**src/verilog/fecs_regs.svh**
```systemverilog
// Purpose: constants for the flash erase command sequencer host controller
// Assumes: 50 MHz clock, AHB-Lite register port, 32-bit words
// Notes: offsets are byte addresses of the controller's own registers
`ifndef FECS_REGS_SVH
`define FECS_REGS_SVH
`define FECS_OFF_CMD 8'h00
`define FECS_OFF_ADDR 8'h04
`define FECS_OFF_STAT 8'h08
`define FECS_OFF_RDATA 8'h0c
`define FECS_CMD_OP_LSB 0
`define FECS_CMD_GO_BIT 4
`define FECS_ADDR_RST 22'h000000
`define FECS_UNLOCK1_ADDR 22'h000555
`define FECS_UNLOCK2_ADDR 22'h0002aa
`define FECS_UNLOCK1_DATA 8'haa
`define FECS_UNLOCK2_DATA 8'h55
`define FECS_SETUP_DATA 8'h80
`define FECS_CHIP_DATA 8'h10
`define FECS_SECTOR_DATA 8'h30
`define FECS_RESUME_DATA 8'h30
`define FECS_SUSPEND_DATA 8'hb0
`define FECS_RESET_DATA 8'hf0
`define FECS_BANK_MASK 22'h380000
`define FECS_SECTOR_MASK 22'h3ff000
`define FECS_CLK_MHZ 50
`define FECS_WE_LOW_NS 60
`define FECS_WE_LOW_CYC ((`FECS_WE_LOW_NS * `FECS_CLK_MHZ + 999) / 1000)
`define FECS_RD_NS 100
`define FECS_RD_CYC ((`FECS_RD_NS * `FECS_CLK_MHZ + 999) / 1000)
`define FECS_WINDOW_US 80
`define FECS_WINDOW_CYC (`FECS_WINDOW_US * `FECS_CLK_MHZ)
`endif
```
**src/verilog/fecs_pkg.sv**
```systemverilog
// Purpose: types for the flash erase command sequencer host controller
// Assumes: nothing beyond the header constants
// Notes: op codes are written by software into the command register
package fecs_pkg;
	typedef enum logic [3:0] {
		FECS_OP_NONE,
		FECS_OP_CHIP_ERASE,
		FECS_OP_SECTOR_ERASE,
		FECS_OP_ADD_SECTOR,
		FECS_OP_SUSPEND,
		FECS_OP_RESUME,
		FECS_OP_RESET,
		FECS_OP_READ
	} fecs_op_type;
	typedef enum logic [2:0] {
		FECS_ST_IDLE,
		FECS_ST_LOAD,
		FECS_ST_STROBE,
		FECS_ST_RECOVER,
		FECS_ST_READ
	} fecs_state_type;
endpackage

```
**src/verilog/fecs_bus_cycle.sv**
```systemverilog
// Purpose: one asynchronous flash bus cycle, write strobe or read sample
// Assumes: pins registered here, read data already resynchronised by caller
// Notes: write data latched by the flash on the rising edge of the strobe
`timescale 1ns/1ns
`include "fecs_regs.svh"
module fecs_bus_cycle
	import fecs_pkg::*;
(
	// clock and reset
	input wire logic clk_i,
	input wire logic arst_n_i,
	// request side
	input wire logic start_i,
	input wire logic write_i,
	input wire logic [21:0] addr_i,
	input wire logic [7:0] wdata_i,
	output logic done_o,
	// flash pins
	output logic [21:0] fl_addr_o,
	output logic [15:0] fl_dq_o,
	output logic fl_dq_oe_o,
	output logic fl_we_n_o,
	output logic fl_oe_n_o
);
	logic [7:0] cnt_q, cnt_d;
	logic busy_q, busy_d;
	logic [21:0] addr_q, addr_d;
	logic [15:0] dq_q, dq_d;
	logic wr_q, wr_d;
	logic strobe_q, strobe_d;
	logic [7:0] len;

	////////////////////////////////////////////////////////////////
	// cycle timing: strobe low for the whole count, then one idle cycle
	always_comb begin
		len = write_i ? 8'(`FECS_WE_LOW_CYC) : 8'(`FECS_RD_CYC);
		cnt_d = cnt_q;
		busy_d = busy_q;
		addr_d = addr_q;
		dq_d = dq_q;
		wr_d = wr_q;
		strobe_d = strobe_q;
		done_o = 1'b0;
		if (!busy_q) begin
			if (start_i) begin
				busy_d = 1'b1;
				cnt_d = len;
				addr_d = addr_i;
				dq_d = {8'h00, wdata_i}; // upper byte ignored by flash, drive zero
				wr_d = write_i;
				strobe_d = 1'b1;
			end
		end else if (cnt_q != 8'h00) begin
			cnt_d = cnt_q - 8'h01;
			if (cnt_q == 8'h01) begin
				strobe_d = 1'b0; // rising strobe edge latches data
			end
		end else begin
			busy_d = 1'b0;
			done_o = 1'b1;
		end
	end

	always_ff @(posedge clk_i or negedge arst_n_i) begin
		if (!arst_n_i) begin
			cnt_q <= 8'h00;
			busy_q <= 1'b0;
			addr_q <= `FECS_ADDR_RST;
			dq_q <= 16'h0000;
			wr_q <= 1'b0;
			strobe_q <= 1'b0;
		end else begin
			cnt_q <= cnt_d;
			busy_q <= busy_d;
			addr_q <= addr_d;
			dq_q <= dq_d;
			wr_q <= wr_d;
			strobe_q <= strobe_d;
		end
	end

	// data stays driven through the idle cycle for hold time
	assign fl_addr_o = addr_q;
	assign fl_dq_o = dq_q;
	assign fl_dq_oe_o = busy_q & wr_q;
	assign fl_we_n_o = ~(strobe_q & wr_q);
	assign fl_oe_n_o = ~(strobe_q & ~wr_q);
endmodule // fecs_bus_cycle

```
**src/verilog/fecs_host.sv**
```systemverilog
// Purpose: host controller issuing erase, suspend and resume sequences to a NOR flash
// Assumes: AHB-Lite single word transfers, one flash device, 50 MHz clock
// Notes: the controller pre-masks command addresses to bank or sector bits; reads use the full address
// Contract
// - chip erase is six writes: two unlocks, setup, two unlocks, chip erase code
// - hardware reset aborts erase; host reissues full sequence afterwards
// - sector erase is six writes, last carries sector address and erase code
// - host spaces additional sector writes less than 80 us apart
// - host should keep interrupts off while loading extra sectors
// - other command in window resets bank; host rewrites the sequence
// - suspend code b0 with bank address, valid only in sector erase
// - resume code with bank address restarts erase; extra resumes ignored
// - sector address taken from sector select bits 21 to 12
// - bank address taken from bank select bits 21 to 19
//
// The AHB-Lite slave port and the register offsets were chosen for this implementation.
`timescale 1ns/1ns
`include "fecs_regs.svh"
module fecs_host
	import fecs_pkg::*;
(
	// clock and reset
	input wire logic clk_i,
	input wire logic arst_n_i,
	// ahb-lite slave
	input wire logic hsel_i,
	input wire logic [31:0] haddr_i,
	input wire logic [1:0] htrans_i,
	input wire logic hwrite_i,
	input wire logic [2:0] hsize_i,
	input wire logic [31:0] hwdata_i,
	input wire logic hready_i,
	output logic [31:0] hrdata_o,
	output logic hreadyout_o,
	output logic hresp_o,
	// flash pins
	output logic [21:0] fl_addr_o,
	output logic [15:0] fl_dq_o,
	output logic fl_dq_oe_o,
	input wire logic [15:0] fl_dq_i,
	output logic fl_we_n_o,
	output logic fl_oe_n_o,
	input wire logic ready_busy_n_i
);
	fecs_state_type st_q, st_d;
	logic [3:0] op_q, op_d;
	logic [21:0] addr_q, addr_d;
	logic [2:0] step_q, step_d;
	logic [2:0] last_q, last_d;
	logic [31:0] win_q, win_d;
	logic [15:0] rdata_q, rdata_d;
	logic ap_wr_q, ap_wr_d;
	logic [7:0] ap_off_q, ap_off_d;
	logic [1:0] rb_sync_q;
	logic [15:0] dq_s1_q, dq_s2_q;
	logic cyc_start, cyc_write, cyc_done, go;
	logic [21:0] cyc_addr;
	logic [7:0] cyc_data;
	logic ready_busy_n;

	////////////////////////////////////////////////////////////////
	// pin synchronisers, first stage read only by the second
	always_ff @(posedge clk_i or negedge arst_n_i) begin
		if (!arst_n_i) begin
			rb_sync_q <= 2'b00;
			dq_s1_q <= 16'h0000;
			dq_s2_q <= 16'h0000;
		end else begin
			rb_sync_q <= {rb_sync_q[0], ready_busy_n_i};
			dq_s1_q <= fl_dq_i;
			dq_s2_q <= dq_s1_q;
		end
	end
	assign ready_busy_n = rb_sync_q[1];

	////////////////////////////////////////////////////////////////
	// bus slave: zero wait states, always okay
	assign hreadyout_o = 1'b1;
	assign hresp_o = 1'b0;
	assign go = ap_wr_q && ap_off_q == `FECS_OFF_CMD && hwdata_i[`FECS_CMD_GO_BIT]
		&& st_q == FECS_ST_IDLE;
	always_comb begin
		ap_wr_d = hsel_i && hready_i && htrans_i[1] && hwrite_i;
		ap_off_d = haddr_i[7:0];
		case (ap_off_q)
			`FECS_OFF_ADDR: hrdata_o = {10'h000, addr_q};
			`FECS_OFF_STAT: hrdata_o = {24'h000000, 3'h0,
				win_q != 32'h0, ready_busy_n, st_q != FECS_ST_IDLE, 2'h0};
			`FECS_OFF_RDATA: hrdata_o = {16'h0000, rdata_q};
			default: hrdata_o = {28'h0000000, op_q};
		endcase
	end

	////////////////////////////////////////////////////////////////
	// command sequencer; step counts the six-write erase frames
	always_comb begin
		st_d = st_q;
		op_d = op_q;
		addr_d = addr_q;
		step_d = step_q;
		last_d = last_q;
		rdata_d = rdata_q;
		win_d = (win_q != 32'h0) ? win_q - 32'h1 : 32'h0; // mirror of the flash window
		cyc_start = 1'b0;
		cyc_write = 1'b1;
		cyc_addr = `FECS_UNLOCK1_ADDR;
		cyc_data = `FECS_UNLOCK1_DATA;
		if (ap_wr_q && ap_off_q == `FECS_OFF_ADDR && st_q == FECS_ST_IDLE) begin
			addr_d = hwdata_i[21:0];
		end
		case (st_q)
			FECS_ST_IDLE: begin
				if (go) begin
					op_d = hwdata_i[3:0];
					step_d = 3'h0;
					st_d = FECS_ST_LOAD;
					case (fecs_op_type'(hwdata_i[3:0]))
						FECS_OP_CHIP_ERASE, FECS_OP_SECTOR_ERASE: last_d = 3'h5;
						FECS_OP_NONE: st_d = FECS_ST_IDLE;
						default: last_d = 3'h0; // single-cycle orders
					endcase
				end
			end
			FECS_ST_LOAD: begin
				cyc_start = 1'b1;
				st_d = FECS_ST_STROBE;
			end
			FECS_ST_STROBE: begin
				if (cyc_done) begin
					if (step_q == last_q) begin
						st_d = FECS_ST_IDLE;
						if (op_q == FECS_OP_SECTOR_ERASE || op_q == FECS_OP_ADD_SECTOR) begin
							win_d = 32'(`FECS_WINDOW_CYC);
						end
						if (op_q == FECS_OP_SUSPEND) begin
							win_d = 32'h0;
						end
						if (op_q == FECS_OP_READ) begin
							st_d = FECS_ST_READ;
						end
					end else begin
						step_d = step_q + 3'h1;
						st_d = FECS_ST_LOAD;
					end
				end
			end
			FECS_ST_READ: begin
				rdata_d = dq_s2_q; // two-stage resynced read data
				st_d = FECS_ST_IDLE;
			end
			default: st_d = FECS_ST_IDLE;
		endcase
		// address and data of the current bus cycle
		case (step_q)
			3'h1, 3'h4: begin
				cyc_addr = `FECS_UNLOCK2_ADDR;
				cyc_data = `FECS_UNLOCK2_DATA;
			end
			3'h2: cyc_data = `FECS_SETUP_DATA;
			3'h5: begin
				if (op_q == FECS_OP_CHIP_ERASE) begin
					cyc_data = `FECS_CHIP_DATA;
				end else begin
					cyc_addr = addr_q & `FECS_SECTOR_MASK;
					cyc_data = `FECS_SECTOR_DATA;
				end
			end
			default: begin
				case (fecs_op_type'(op_q))
					FECS_OP_ADD_SECTOR: begin
						cyc_addr = addr_q & `FECS_SECTOR_MASK;
						cyc_data = `FECS_SECTOR_DATA;
					end
					FECS_OP_SUSPEND: begin
						cyc_addr = addr_q & `FECS_BANK_MASK;
						cyc_data = `FECS_SUSPEND_DATA;
					end
					FECS_OP_RESUME: begin
						cyc_addr = addr_q & `FECS_BANK_MASK;
						cyc_data = `FECS_RESUME_DATA;
					end
					FECS_OP_RESET: cyc_data = `FECS_RESET_DATA;
					FECS_OP_READ: begin
						cyc_addr = addr_q;
						cyc_write = 1'b0;
					end
					default: ;
				endcase
			end
		endcase
	end

	always_ff @(posedge clk_i or negedge arst_n_i) begin
		if (!arst_n_i) begin
			st_q <= FECS_ST_IDLE;
			op_q <= 4'h0;
			addr_q <= `FECS_ADDR_RST;
			step_q <= 3'h0;
			last_q <= 3'h0;
			win_q <= 32'h0;
			rdata_q <= 16'h0000;
			ap_wr_q <= 1'b0;
			ap_off_q <= 8'h00;
		end else begin
			st_q <= st_d;
			op_q <= op_d;
			addr_q <= addr_d;
			step_q <= step_d;
			last_q <= last_d;
			win_q <= win_d;
			rdata_q <= rdata_d;
			ap_wr_q <= ap_wr_d;
			ap_off_q <= ap_off_d;
		end
	end

	////////////////////////////////////////////////////////////////
	// one bus cycle at a time; upper byte driven zero
	fecs_bus_cycle u_cycle (
		.clk_i(clk_i),
		.arst_n_i(arst_n_i),
		.start_i(cyc_start),
		.write_i(cyc_write),
		.addr_i(cyc_addr),
		.wdata_i(cyc_data),
		.done_o(cyc_done),
		.fl_addr_o(fl_addr_o),
		.fl_dq_o(fl_dq_o),
		.fl_dq_oe_o(fl_dq_oe_o),
		.fl_we_n_o(fl_we_n_o),
		.fl_oe_n_o(fl_oe_n_o)
	);
endmodule // fecs_host

```
**config.mk**
```make
export PLATFORM = sky130hd
export DESIGN_NAME = fecs_host
export DESIGN_NICKNAME = d
export VERILOG_FILES = /design/src/verilog/fecs_pkg.sv /design/src/verilog/fecs_bus_cycle.sv /design/src/verilog/fecs_host.sv
export VERILOG_INCLUDE_DIRS = /design/src /design/src/verilog
export SDC_FILE = /design/constraint.sdc
export NUM_CORES = 1
export LEC_CHECK = 0
export ABC_AREA = 0
export BUFFER_PORTS_ARGS = -buffer_cell sky130_fd_sc_hd__buf_4
export CAP_MARGIN = 10
export CORE_ASPECT_RATIO = 0.75
export CORE_UTILIZATION = 39
export CTS_BUF_LIST = sky130_fd_sc_hd__clkbuf_16
export CTS_CLUSTER_DIAMETER = 150
export DETAILED_ROUTE_END_ITERATION = 12
export PLACE_DENSITY = 0.74
export SETUP_SLACK_MARGIN = 0.4
export SKIP_CTS_REPAIR_TIMING = 1
export SYNTH_ARGS = -nofsm -noshare
export SYNTH_HDL_FRONTEND = slang
export SYNTH_HIERARCHICAL = 1
export SYNTH_SLANG_ARGS = --single-unit
```
**constraint.sdc**
```tcl
create_clock -name clk_i -period 2.4 [get_ports clk_i]
set_input_delay 0 -clock clk_i [delete_from_list [all_inputs] [get_ports clk_i]]
set_output_delay 0 -clock clk_i [all_outputs]
set_load 0.005 [all_outputs]
```
# == After elaboration in Yosys (flattened, before gate mapping) ==
# Cells that the tools add are included.
# word_totals
ff_bits,167
inputBits,91
output_inout_bits,75
elab_cells,124
# classes
n_addsub,3
eq_ne,26
n_mux,40
n_bitwise,8
n_reduce_logical,29
# op_table
cell,n
$pmux 22 s3,3
$mux 32,6
$pmux 8 s3,2
$reduce_bool 32->1,1
$sub 32x1->32 const B,1
$mux 3,8
$mux 8,3
$mux 22,1
$eq 4x3->1 const B,4
$eq 8x4->1 const B,2
$mux 1,13
$eq 4x2->1 const B,3
$pmux 3 s2,2
$ne 2x2->1 const B,5
$eq 3x3->1 const B,3
$pmux 3 s3,1
$eq 4x1->1 const B,2
$eq 8x1->1 const B,1
$eq 8x3->1 const B,1
$logic_and 1x1->1,8
$logic_not 8->1,1
$reduce_and 2->1,4
$reduce_bool 8->1,1
$reduce_or 2->1,4
16 further kinds,26

# == Logic depth before layout (Yosys ltp) ==
# Gate-level depths: netlist of run 1.
# logic_depth
ltp_word,7
mapped_depth,10
ltp_nobuf,9

# == By module ==
# Netlist of run 1, hierarchy kept.
# modules_own_cells
mod,instances,cells_each,area_per_inst_um2,seq_area_each_um2
fecs_host,1,477,5576.6,3103.0
fecs_bus_cycle,1,205,1865.5,1026.0

# == Worst setup path after synthesis of run 1 ==
# Ideal clock, no wire load.
# synth_path
path_type,register to register
start,register u_cycle.cnt_q[0]
end,register win_q[28]
setup_time_ps,119
t_arrival_ps,2420
required_time_ps,2281
path_slack_ps,-139
stages_incl_launch_ff,11
n_path_buf,2
period_less_slack_ps,2539
cell_sequence,dfrtp_1 -> inv_1 -> ha_1 -> nor3b_1 -> and3_1 -> nand2_1 -> or4_1 -> clkbuf_1 -> o211ai_4 -> buf_6 -> nor2_1
# synth_via
elab_chain_cells,5
# synth_lines
item,line,rtl
"start, declared",fecs_bus_cycle.sv:25,"logic [7:0] cnt_q, cnt_d;"
"start signal, assigned",fecs_bus_cycle.sv:73,cnt_q <= cnt_d;
$reduce_bool 8->1,fecs_bus_cycle.sv:53,end else if (cnt_q != 8'h00) begin
$mux 1,fecs_bus_cycle.sv:53,
$mux 1,fecs_bus_cycle.sv:44,if (!busy_q) begin
named net cyc_done,fecs_host.sv:56,"logic cyc_start, cyc_write, cyc_done, go;"
$mux 32,fecs_host.sv:129,if (cyc_done) begin
$mux 32,fecs_host.sv:111,case (st_q)
named net win_d[28],fecs_host.sv:50,"logic [31:0] win_q, win_d;"
"end signal, assigned",fecs_host.sv:210,win_q <= win_d;
"end, declared",fecs_host.sv:50,
# The timed path passes the listed nets, and every way through them passes these cells.
# A chain may end at the register's enable or synchronous reset.

# == Final worst setup path of run 1 ==
# layout_path
start,register win_q[1]
end,output port hrdata_o[4]
# layout_via
elab_chain_cells,2
# layout_lines
item,line,rtl
$reduce_bool 32->1,fecs_host.sv:88,"win_q != 32'h0, ready_busy_n, st_q != FECS_ST_IDLE, 2'h0};"
$pmux 22 s3,fecs_host.sv:85,case (ap_off_q)
"end, declared",fecs_host.sv:33,"output logic [31:0] hrdata_o,"
# No other way between the ends.

==> key figures, run 1 <==
Outcome
  • Status: complete, no violations

Timing
  • Achievable Freq: 437.7 MHz
  • Slew @ Worst Pin: ~670 ps
  • Slew HR: 55.14%
  • Slew Limit Fails: 0
  • Minimum clock period: 2284 ps
  • RSZ-0062 raised after global routing: yes
  • Final Hold Violating Endpoints: 0
  • Final worst path period share: between 90% and 100%
  • Layout Skew: 11.48 ps
  • # setup viols final: 0

Critical path
  • CP Capture Type: output pin
  • Crit Reg-Reg Startpoint: win_q[14]
  • Crit path buf inv count: 2
  • CP Cell Sequence: inv_2 -> ha_4 -> or4b_4 -> nor4_4 -> nand2_2 -> o21ai_2 -> a21oi_2 -> buf_4
  • Worst EP required: approximately 2400 ps
  • CP peak stage delay: ~470 ps
  • Data arrival, critical path: 2280 ps
  • CP Launch Point: win_q[1]
  • CP Max Fanout: 4
  • Critical path's top delay family: simple AND/OR/NAND/NOR gates
  • Critical path class: reg2out
  • Worst path slowest cell: or4b_4
  • Startpoint Class: flop

Global routing
  • First-pass GRT wire length: 26.51 mm
  • Vias in the first global route: between 5000 and 6000
  • Gr ovfl total: 0
  • Total GRT Usage: 17.41%
  • Pin count of the biggest net entering global routing: 70
  • Antenna violations before repair: 1

Logic synthesis
  • EDFF count, synth: 0
  • Synth area leaders: dfrtp_1, mux2_2, nand2_1, nor2_1, xor2_1
  • Area leader, netlist: dfrtp_1
  • Warnings from Yosys: 6
  • #FFs+latches synth: 165
  • Most common cell in the synthesized netlist: dfrtp_1
  • Top cells by count, synth: dfrtp_1, nand2_1, nor2_1
  • Top cell type's share of synthesized area: between 50% and 60%
  • Async set-or-reset flop fraction in the synthesized netlist: 100.0%
  • Mapped Area: 7442 um2
  • Syn Area/Cell: about 11 um2
  • Top FF cell, synth: dfrtp_1
  • Post-synth cell types: between 60 and 70
  • Cells after Synth: 682
  • Sequential cell area fraction in the yosys report: 55.48%

Place
  • Port bufs: roughly 110
  • Cell Area, Placed: 8675 um2
  • Post-placement cell count: 1041
  • Final weighted congestion in routability-driven placement: 0.7822
  • Detailed placement HPWL: 11.44 mm

Clock tree
  • Clk_lat worst skew: 430 ps
  • CTS H-tree depth: 4
  • TritonCTS Buffers: 17
  • TritonCTS clock tree: built
  • CTS Buffer Depth: 2
  • Clk sinks: 165
  • Clk root buf: clkbuf_16
  • CTS clk-pin slew, worst paths: 80 ps

Power and ir drop
  • Worst IR Drop VDD: ~0.00053 V
  • PwrDens: 923.2 nW/um2
  • P_leak: 4.742 nW

Route
  • Via density: approximately 5.0
  • Final wirelength: 17.42 mm
  • Wire length per cell: 15.39 um
  • Metal-1 WL: 8.212 mm
  • Vias post-DR: between 5000 and 6000
  • DR DRC count: 0
  • Drt pass-1 iters: 4
  • Routed Antenna Nets: 0
  • Routed wl met3: 845 um
  • WL met2: 8.135 mm
  • Detailed router's first-iteration violation count: 289
  • Top Layer Used: met4

Cells and area
  • Post-route cell area: 9986 um2
  • Area Overhead vs Synth: 34.18%
  • Fin cells: 1132
  • Nets@finish: 970
  • Proportion of layout cells with a drive suffix above 1: a little under a third

Floorplanning
  • # IOs: 166
  • Die height: 121.6 um
  • Num rows: 43
  • Core Region: 18560 um2
  • DIE AREA: 19640 um2
  • Initial Util: between 40% and 50%
  • Die width: 161.5 um

Job
  • MaxCap Viol Count: 0

Worst hold path
  • Hold Crit Class: in2async
-- kinds of logic after synthesis --
logic type	count (synthesis)	share of synthesized area, %
compound gates	83	8.373
fa+ha+maj	8	1.345
flops	165	55.48
mux	52	7.734
other cells	3	0.1513
buf+inv	55	4.136
xor+xnor	28	3.295
simple gates	288	19.49
-- worst paths after layout --
kind	to	slack, ps	cells past startpoint
setup reg to reg	win_q[25]	130	5
hold reg to reg	dq_s2_q[5]	350	0
setup / recovery	hrdata_o[4]	120	8
min in group clk_i	dq_s1_q[14]	210	2
hold / removal	dq_s2_q[10]	150	2
max in group asynchronous	rdata_q[2]	1410	3
-- per-layer routing --
metal / vias to the layer above / GRT usage [%]
li1: 2681 / -
met1: 2762 / 25.48
met2: 163 / 25.32
met3: 21 / 4.188
met4: 0 / 5.542
met5: - / 0
-- cells in the final DEF, fill, tap and decap left out, types with 3 or more instances in the layout --
master,count
inv_1,7
a21o_1,15
xor2_1,19
mux2i_1,8
and2_1,15
nor4_4,5
buf_6,3
clkinv_8,7
nand2_1,114
nor2_1,52
dfrtp_1,164
a22o_1,13
or4_1,3
o21ai_2,7
nand2b_1,10
or3_1,6
ha_1,5
nor4_1,8
nor3b_1,5
buf_12,3
nand3_1,14
conb_1,20
or4_4,4
clkbuf_16,17
o21ai_0,11
mux2_2,44
nand4_1,5
inv_2,4
buf_4,141
xnor2_1,9
dlygate4sd3_1,50
a21oi_1,12
nor3_1,12
inv_8,3
nor2b_1,7
-- worst register-to-register path, stage by stage (launching register included) --
cell,delay (ps)
dfrtp_1,410
or4_1,650
nor4_1,640
nand4b_1,210
xor2_1,180
nor2_1,120
-- where the power goes --
group          internal (mW)  switching [mW]
combinational           1.30            1.31
sequential              3.30           0.565
clock                   1.41            1.33
total                   6.02            3.20
-- flip-flops by register name, indices dropped and copies added (netlist names), 4 cells and up --
register and flops:
win_q 32, addr_q 22, u_cycle/fl_addr_o 22, dq_s1_q 16
dq_s2_q 16, rdata_q 16, ap_off_q 8, u_cycle/cnt_q 8
u_cycle/fl_dq_o 8, op_q 4
-- area by class of cell --
type / instances / area, um2
clock buffers: 17 / 425.4
fillers: 1583 / 8576
flip-flops and latches: 165 / 4130
well taps: 247 / 309.0
clock inverters: 15 / 187.7
repair buffers: 197 / 1653
inverters: 11 / 41.29
multi-input cells: 479 / 3237
diodes: 1 / 2.502
-- metrics by stage --
stage	power [mW]	hold WS [ps]	worst slack (ps)	setup TNS (ps)	utilization, %
after CTS	8.929	-418.8	-99.00	-99.00	50.04
after global routing	9.732	190.7	26.51	0	53.80
after detailed placement	6.161	54.76	181.2	0	46.73
after floorplan	5.277	-295.6	182.8	0	-
final	9.219	154.3	115.6	0	53.80
after global placement	6.086	47.47	212.5	0	46.73
Note: power is estimated with default switching activity, not from simulation.
==> inputs of run 2 (changes only) <==
--- a/config.mk
+++ b/config.mk
@@ -7,14 +7,16 @@
 export NUM_CORES = 1
 export LEC_CHECK = 0
 export ABC_AREA = 0
-export BUFFER_PORTS_ARGS = -buffer_cell sky130_fd_sc_hd__buf_4
 export CAP_MARGIN = 10
+export CELL_PAD_IN_SITES_DETAIL_PLACEMENT = 1
+export CELL_PAD_IN_SITES_GLOBAL_PLACEMENT = 2
 export CORE_ASPECT_RATIO = 0.75
-export CORE_UTILIZATION = 39
+export CORE_UTILIZATION = 36
 export CTS_BUF_LIST = sky130_fd_sc_hd__clkbuf_16
 export CTS_CLUSTER_DIAMETER = 150
 export DETAILED_ROUTE_END_ITERATION = 12
-export PLACE_DENSITY = 0.74
+export DONT_BUFFER_PORTS = 1
+export PLACE_DENSITY = 0.86
 export SETUP_SLACK_MARGIN = 0.4
 export SKIP_CTS_REPAIR_TIMING = 1
 export SYNTH_ARGS = -nofsm -noshare
==> run 2 against run 1 <==
Net effect: the run now ends with negative hold slack left; die area increased by 8.2%; maximum frequency decreased by 0.62%; combinational power decreased by 6%; final cell count down 8.5%; sequential power up 2%; hold slack worse by 900 ps; routed wire length grew 13%; sequential share of layout area up 3.6 points; utilization shrank 8.5 points; largest power group unchanged.
==> key figures, run 2 (synthesized netlist as in run 1, its figures left out) <==
Outcome
  • Status: finished with violations
  • Failing checks: negative hold slack

Cells and area
  • Area Overhead vs Synth: 23.45%
  • Layout Utilization: 45.33% (-8.5 points)
  • Nets@finish: 864 (-11%)
  • Fillcell total: 2185 (+38%)
  • Most flops, register: win_q
  • Most common cell after layout, fill and taps aside: dfrtp_1
  • Number of diodes: 0 (-1)
  • Max FFs per register: 32 (unchanged)
  • Area occupied by multi-input gates: 3244 um2 (+0.23%)
  • Proportion of layout cells with a drive suffix above 1: 22.88% (-8.0 points)
  • Register area: 4131 um2 (about the same)
  • Most frequent cells in the layout: dfrtp_1, nand2_1, dlygate4sd3_1

Global routing
  • Antenna violations before repair: 0 (-1)
  • Gr ovfl total: 0 (unchanged)
  • Pin count of the biggest net entering global routing: 166 (+140%)
  • Total GRT Usage: 17.34% (-0.072 points)
  • Vias in the first global route: 5230 (+2.5%)
  • First-pass GRT wire length: 28.59 mm (+7.8%)

Critical path
  • Data arrival, critical path: 2620 ps (+340 ps)
  • Startpoint Class: flop
  • Critical path class: reg2reg
  • Worst EP required: 2720 ps (+320 ps)
  • CP Capture Type: flop
  • CP Max Fanout: 7 (+3)

Route
  • Final wirelength: 19.71 mm (+13%)
  • Wire length per cell: 19.03 um (+24%)
  • Drt pass-1 iters: 7 (+3)
  • Via density: 5.143 (+3.5%)
  • Detailed router's first-iteration violation count: 277 (-4.2%)
  • DR DRC count: 0 (unchanged)
  • Routed Antenna Nets: 0 (unchanged)
  • Vias post-DR: 5328 (-5.3%)

Timing
  • Layout Skew: 17.04 ps (+5.554 ps)
  • Slew Limit Fails: 0 (unchanged)
  • RSZ-0062 raised after global routing: yes
  • Worst hold slack: -746.5 ps (-900.8 ps)
  • Slew @ Worst Pin: 596.5 ps (-70.18 ps)
  • Minimum clock period: 2299 ps (+14.36 ps)
  • Final Hold Violating Endpoints: 165 (+165)
  • Final worst path period share: 95.78% (+0.60 points)
  • Setup_tns: 0 ps (unchanged)
  • Slew HR: 59.86% (+4.7 points)
  • # setup viols final: 0 (unchanged)
  • Achievable Freq: 435.0 MHz (-0.62%)

Clock tree
  • Clk sinks: 165 (unchanged)
  • TritonCTS clock tree: built
  • Clk_lat worst skew: 440 ps (about the same)
  • CTS Buffer Depth: 2 (unchanged)
  • Clk root buf: clkbuf_16
  • CTS H-tree depth: 4 (unchanged)
  • TritonCTS Buffers: 17 (unchanged)
  • CTS clk-pin slew, worst paths: 80 ps (about the same)

Worst hold path
  • Hold Crit Class: in2async

Power and ir drop
  • Overall power: 9.134 mW (-0.92%)
  • P_leak: 4.177 nW (-12%)
  • PwrDens: 994.2 nW/um2 (+7.7%)
  • Worst IR Drop VDD: 0.0005175 V (-2.4%)

Place
  • Port bufs: 0 (-100%)
  • Final weighted congestion in routability-driven placement: 0.7528 (-3.8%)
  • Detailed placement HPWL: 12.47 mm (+9.0%)

Floorplanning
  • DIE AREA: 21260 um2 (+8.2%)
  • Num rows: 45 (+4.7%)
  • Die height: 126.5 um (+4.0%)
  • # IOs: 166 (unchanged)
  • Die width: 168.0 um (+4.0%)
  • Initial Util: 36.72% (-3.4 points)
  • Core Region: 20270 um2 (+9.2%)

Job
  • MaxCap Viol Count: 0 (unchanged)
==> run 2: final cells by class <==
cell class	count	area share [%]
sequential	165	44.97
multi-input combinational	479	35.31
timing repair buffer	91	9.220
clock buffer	17	4.630
tap	258	3.514
clock inverter	15	1.907
inverter	11	0.4494
==> run 2: critical path: stages, from the launching register on <==
cell and delay [ps]:
dfrtp_1 400, inv_2 80, ha_4 150, or4b_4 470, nor4_4 350, nand2_2 150
o211ai_4 310, clkbuf_16 220, nor2_1 50
==> run 2: worst paths after layout <==
kind,start,slack (ps),cells past startpoint,endpoint
max,win_q[1],100,8,win_q[24]
max in group asynchronous,arst_n_i,2910,0,step_q[1]
max reg2reg,win_q[1],100,8,win_q[24]
min,arst_n_i,-750,0,addr_q[6]
min in group clk_i,fl_dq_i[10],100,1,dq_s1_q[10]
min reg2reg,dq_s1_q[2],350,0,dq_s2_q[2]
==> run 2: layer usage <==
metal,share of wire (%),wire (um),global-route usage [%],vias to the layer above
met5,0,0,0,-
met4,1.5,289,5.451,0
met3,5.4,1055,6.053,24
met2,51,10090,28.68,118
met1,42,8273,21.30,2715
li1,-,-,-,2471
==> run 2: power by group <==
group | switching [mW] | internal, mW | total (mW)
clock | 1.35 | 1.41 | 2.76
combinational | 1.30 | 1.15 | 2.45
sequential | 0.623 | 3.30 | 3.93
total | 3.27 | 5.87 | 9.13
==> run 2: through the flow <==
stage | cells | instance area (um2) | setup slack [ps]
after floorplan | 699 | 7550 | 182.8
after global placement | 936 | 7789 | 165.0
after detailed placement | 936 | 7789 | 98.33
after CTS | 968 | 8389 | -115.9
after global routing | 1036 | 9188 | 3.237
final | 1036 | 9188 | 101.2
==> inputs of run 3 (changes only) <==
--- a/config.mk
+++ b/config.mk
@@ -10,12 +10,13 @@
 export CAP_MARGIN = 10
 export CELL_PAD_IN_SITES_DETAIL_PLACEMENT = 1
 export CELL_PAD_IN_SITES_GLOBAL_PLACEMENT = 2
-export CORE_ASPECT_RATIO = 0.75
+export CORE_ASPECT_RATIO = 1.4
 export CORE_UTILIZATION = 36
 export CTS_BUF_LIST = sky130_fd_sc_hd__clkbuf_16
 export CTS_CLUSTER_DIAMETER = 150
 export DETAILED_ROUTE_END_ITERATION = 12
 export DONT_BUFFER_PORTS = 1
+export GPL_TIMING_DRIVEN = 0
 export PLACE_DENSITY = 0.86
 export SETUP_SLACK_MARGIN = 0.4
 export SKIP_CTS_REPAIR_TIMING = 1
==> run 3 against run 2 <==
Net effect: the flow finishes with violations (negative hold slack, negative setup slack); combinational power down 2%; sequential power about the same; sequential cell count unchanged; count of clock-buffer cells in the layout unchanged; critical path depth down 1; routed wire length up 3.9%; register-to-register slack worse by 140 ps; sequential share of layout area down 1.2 points; worst setup slack worse by 140 ps; non-clock buffer count up 30; maximum frequency down 5.9%; die area about the same.
==> key figures, run 3 (synthesized netlist as in run 1, its figures left out) <==
Outcome
  • Status: finished with violations
  • Failing checks: negative hold slack, negative setup slack

Power and ir drop
  • Worst IR Drop VDD: 0.0008103 V (+57%)
  • Clock share of power: 29.8% (-0.4 points)
  • Sw frac: 35.20% (-0.57 points)
  • P_leak: 4.339 nW (+3.9%)
  • PwrDens: 953.7 nW/um2 (-4.1%)
  • Net switching power: 3.169 mW (-3.0%)
  • Sequential cell fraction of total power: 43.7% (+0.7 points)
  • Cell-internal power: 5.834 mW (-0.56%)
  • Combinational share of power: 26.5% (-0.3 points)

Critical path
  • Data arrival, critical path: 2750 ps (+130 ps)
  • CP peak stage delay: 660 ps (+190 ps)
  • FF-to-FF path depth: 7 (-1)
  • Worst path slowest cell: or4_1
  • R2R Setup Slk: -40 ps (-140 ps)
  • CP Launch Point: win_q[24]
  • Crit Reg-Reg Startpoint: win_q[24]
  • Startpoint Class: flop
  • Critical path class: reg2reg
  • Worst EP required: 2710 ps (about the same)
  • CP Capture Type: flop
  • CP Capture Point: win_q[22]
  • Most used cell, CP: buf_6
  • R2R Path End: win_q[22]
  • CP Cell Sequence: or4_1 -> nor4_2 -> nand2_2 -> buf_6 -> o211ai_4 -> buf_6 -> nor2_2
  • CP Max Fanout: 6 (-1)

Timing
  • Final Hold Violating Endpoints: 165 (unchanged)
  • Setup ws final: -43.14 ps (-144.3 ps)
  • Layout Skew: 10.28 ps (-6.762 ps)
  • Slew HR: 56.46% (-3.4 points)
  • Slew Limit Fails: 0 (unchanged)
  • Achievable Freq: 409.3 MHz (-5.9%)
  • RSZ-0062 raised after global routing: yes
  • Minimum clock period: 2443 ps (+144.3 ps)
  • Setup_tns: -505.7 ps (-505.7 ps)
  • # setup viols final: 24 (+24)
  • Worst hold slack: -741.3 ps (+5.219 ps)
  • Slew @ Worst Pin: 647.1 ps (+50.56 ps)
  • Final worst path period share: 101.8% (+6.0 points)

Route
  • Vias post-DR: 5440 (+2.1%)
  • DR DRC count: 0 (unchanged)
  • Via density: 5.127 (-0.30%)
  • Routed Antenna Nets: 0 (unchanged)
  • Detailed router's first-iteration violation count: 227 (-18%)
  • Final wirelength: 20.47 mm (+3.9%)
  • Wire length per cell: 19.30 um (+1.4%)
  • Drt pass-1 iters: 4 (-3)

Global routing
  • Pin count of the biggest net entering global routing: 166 (unchanged)
  • First-pass GRT wire length: 29.16 mm (+2.0%)
  • Vias in the first global route: 5516 (+5.5%)
  • Antenna violations before repair: 1 (+1)
  • Gr ovfl total: 0 (unchanged)
  • Total GRT Usage: 18.26% (+0.93 points)

Place
  • Cell Area, Placed: 7865 um2 (+0.98%)
  • Port bufs: 0 (unchanged)
  • Place WS: -388.6 ps (-486.9 ps)
  • Detailed placement HPWL: 13.41 mm (+7.5%)
  • Final weighted congestion in routability-driven placement: 0.7765 (+3.1%)

Cells and area
  • Proportion of layout cells with a drive suffix above 1: 27.23% (+4.3 points)
  • Register area: 4131 um2 (unchanged)
  • Fillcell total: 2133 (-2.4%)
  • Most flops, register: win_q
  • Layout Utilization: 47.03% (+1.7 points)
  • Most common cell after layout, fill and taps aside: dfrtp_1
  • Area Overhead vs Synth: 26.85%
  • Area occupied by multi-input gates: 3324 um2 (+2.5%)
  • Nets@finish: 894 (+3.5%)
  • Max FFs per register: 32 (unchanged)
  • Most frequent cells in the layout: dfrtp_1, nand2_1, dlygate4sd3_1
  • Post-route cell area: 9440 um2 (+2.8%)

Clock tree
  • Clk sinks: 165 (unchanged)
  • TritonCTS clock tree: built
  • Clk_lat worst skew: 440 ps (about the same)
  • CTS H-tree depth: 4 (unchanged)
  • Clk root buf: clkbuf_16
  • CTS Buffer Depth: 2 (unchanged)
  • TritonCTS Buffers: 17 (unchanged)
  • CTS clk-pin slew, worst paths: 60 ps (-20 ps)

Floorplanning
  • Core Region: 20070 um2 (-0.97%)
  • Die height: 172.1 um (+36%)
  • Initial Util: 37.08% (+0.36 points)
  • DIE AREA: 21260 um2 (about the same)
  • Num rows: 61 (+36%)
  • Die width: 123.5 um (-26%)
  • # IOs: 166 (unchanged)

Job
  • MaxCap Viol Count: 0 (unchanged)

Worst hold path
  • Hold Crit Class: in2async
## run 3: cell types whose count changed in the layout (fill, tap and decap cells not counted), sizes merged
cell / delta
clkinvlp: +1
bufinv: +1
clkinv: -1
clkbuf: +12
inv: -1
buf: +18
diode: +1
## run 3: through the flow
step	total power, mW	std cells
after global placement	5.701	951
after CTS	8.558	983
after floorplan	5.277	699
after detailed placement	5.875	951
after global routing	9.485	1061
final	9.003	1061
## run 3: worst min-delay path by stage
stage	endpoint	startpoint	slack, ps
final	win_q[24]	arst_n_i	-740
after global routing	win_q[26]	arst_n_i	-760
after CTS	win_q[31]	arst_n_i	-750
after detailed placement	win_q[17]	arst_n_i	-290
after global placement	win_q[18]	arst_n_i	-290
after floorplan	addr_q[0]	arst_n_i	-300
## run 3: final cells by class
class	count	area share (%)
sequential	165	43.76
multi-input combinational	479	35.22
timing repair buffer	77	7.608
clock buffer	17	4.506
buffer	44	3.565
tap	252	3.340
clock inverter	15	1.537
inverter	11	0.4374
antenna	1	0.02651
## run 3: per-layer routing
metal | global-route usage, % | wire length [um] | vias to the layer above
met3 | 4.189 | 634 | 38
met5 | 0 | 0 | -
met4 | 8.329 | 595 | 0
met2 | 34.18 | 11840 | 99
met1 | 18.99 | 7404 | 2780
li1 | - | - | 2523
## run 3: critical path: cells and delay by family (launching register included)
family	cells	cell delay, ps
compound gates	1	300
buf+inv	2	330
simple gates	4	1270
flops	1	410
## run 3: power groups by stage
| stage | Clock (mW) | Combinational (mW) | Sequential, mW |
|---|---|---|---|
| floorplan | 0 | 1.51 | 3.76 |
| global placement | 0 | 1.81 | 3.89 |
| detailed placement | 0 | 1.92 | 3.96 |
| CTS | 2.71 | 1.94 | 3.91 |
| global route | 2.82 | 2.64 | 4.02 |
| finish | 2.68 | 2.39 | 3.94 |
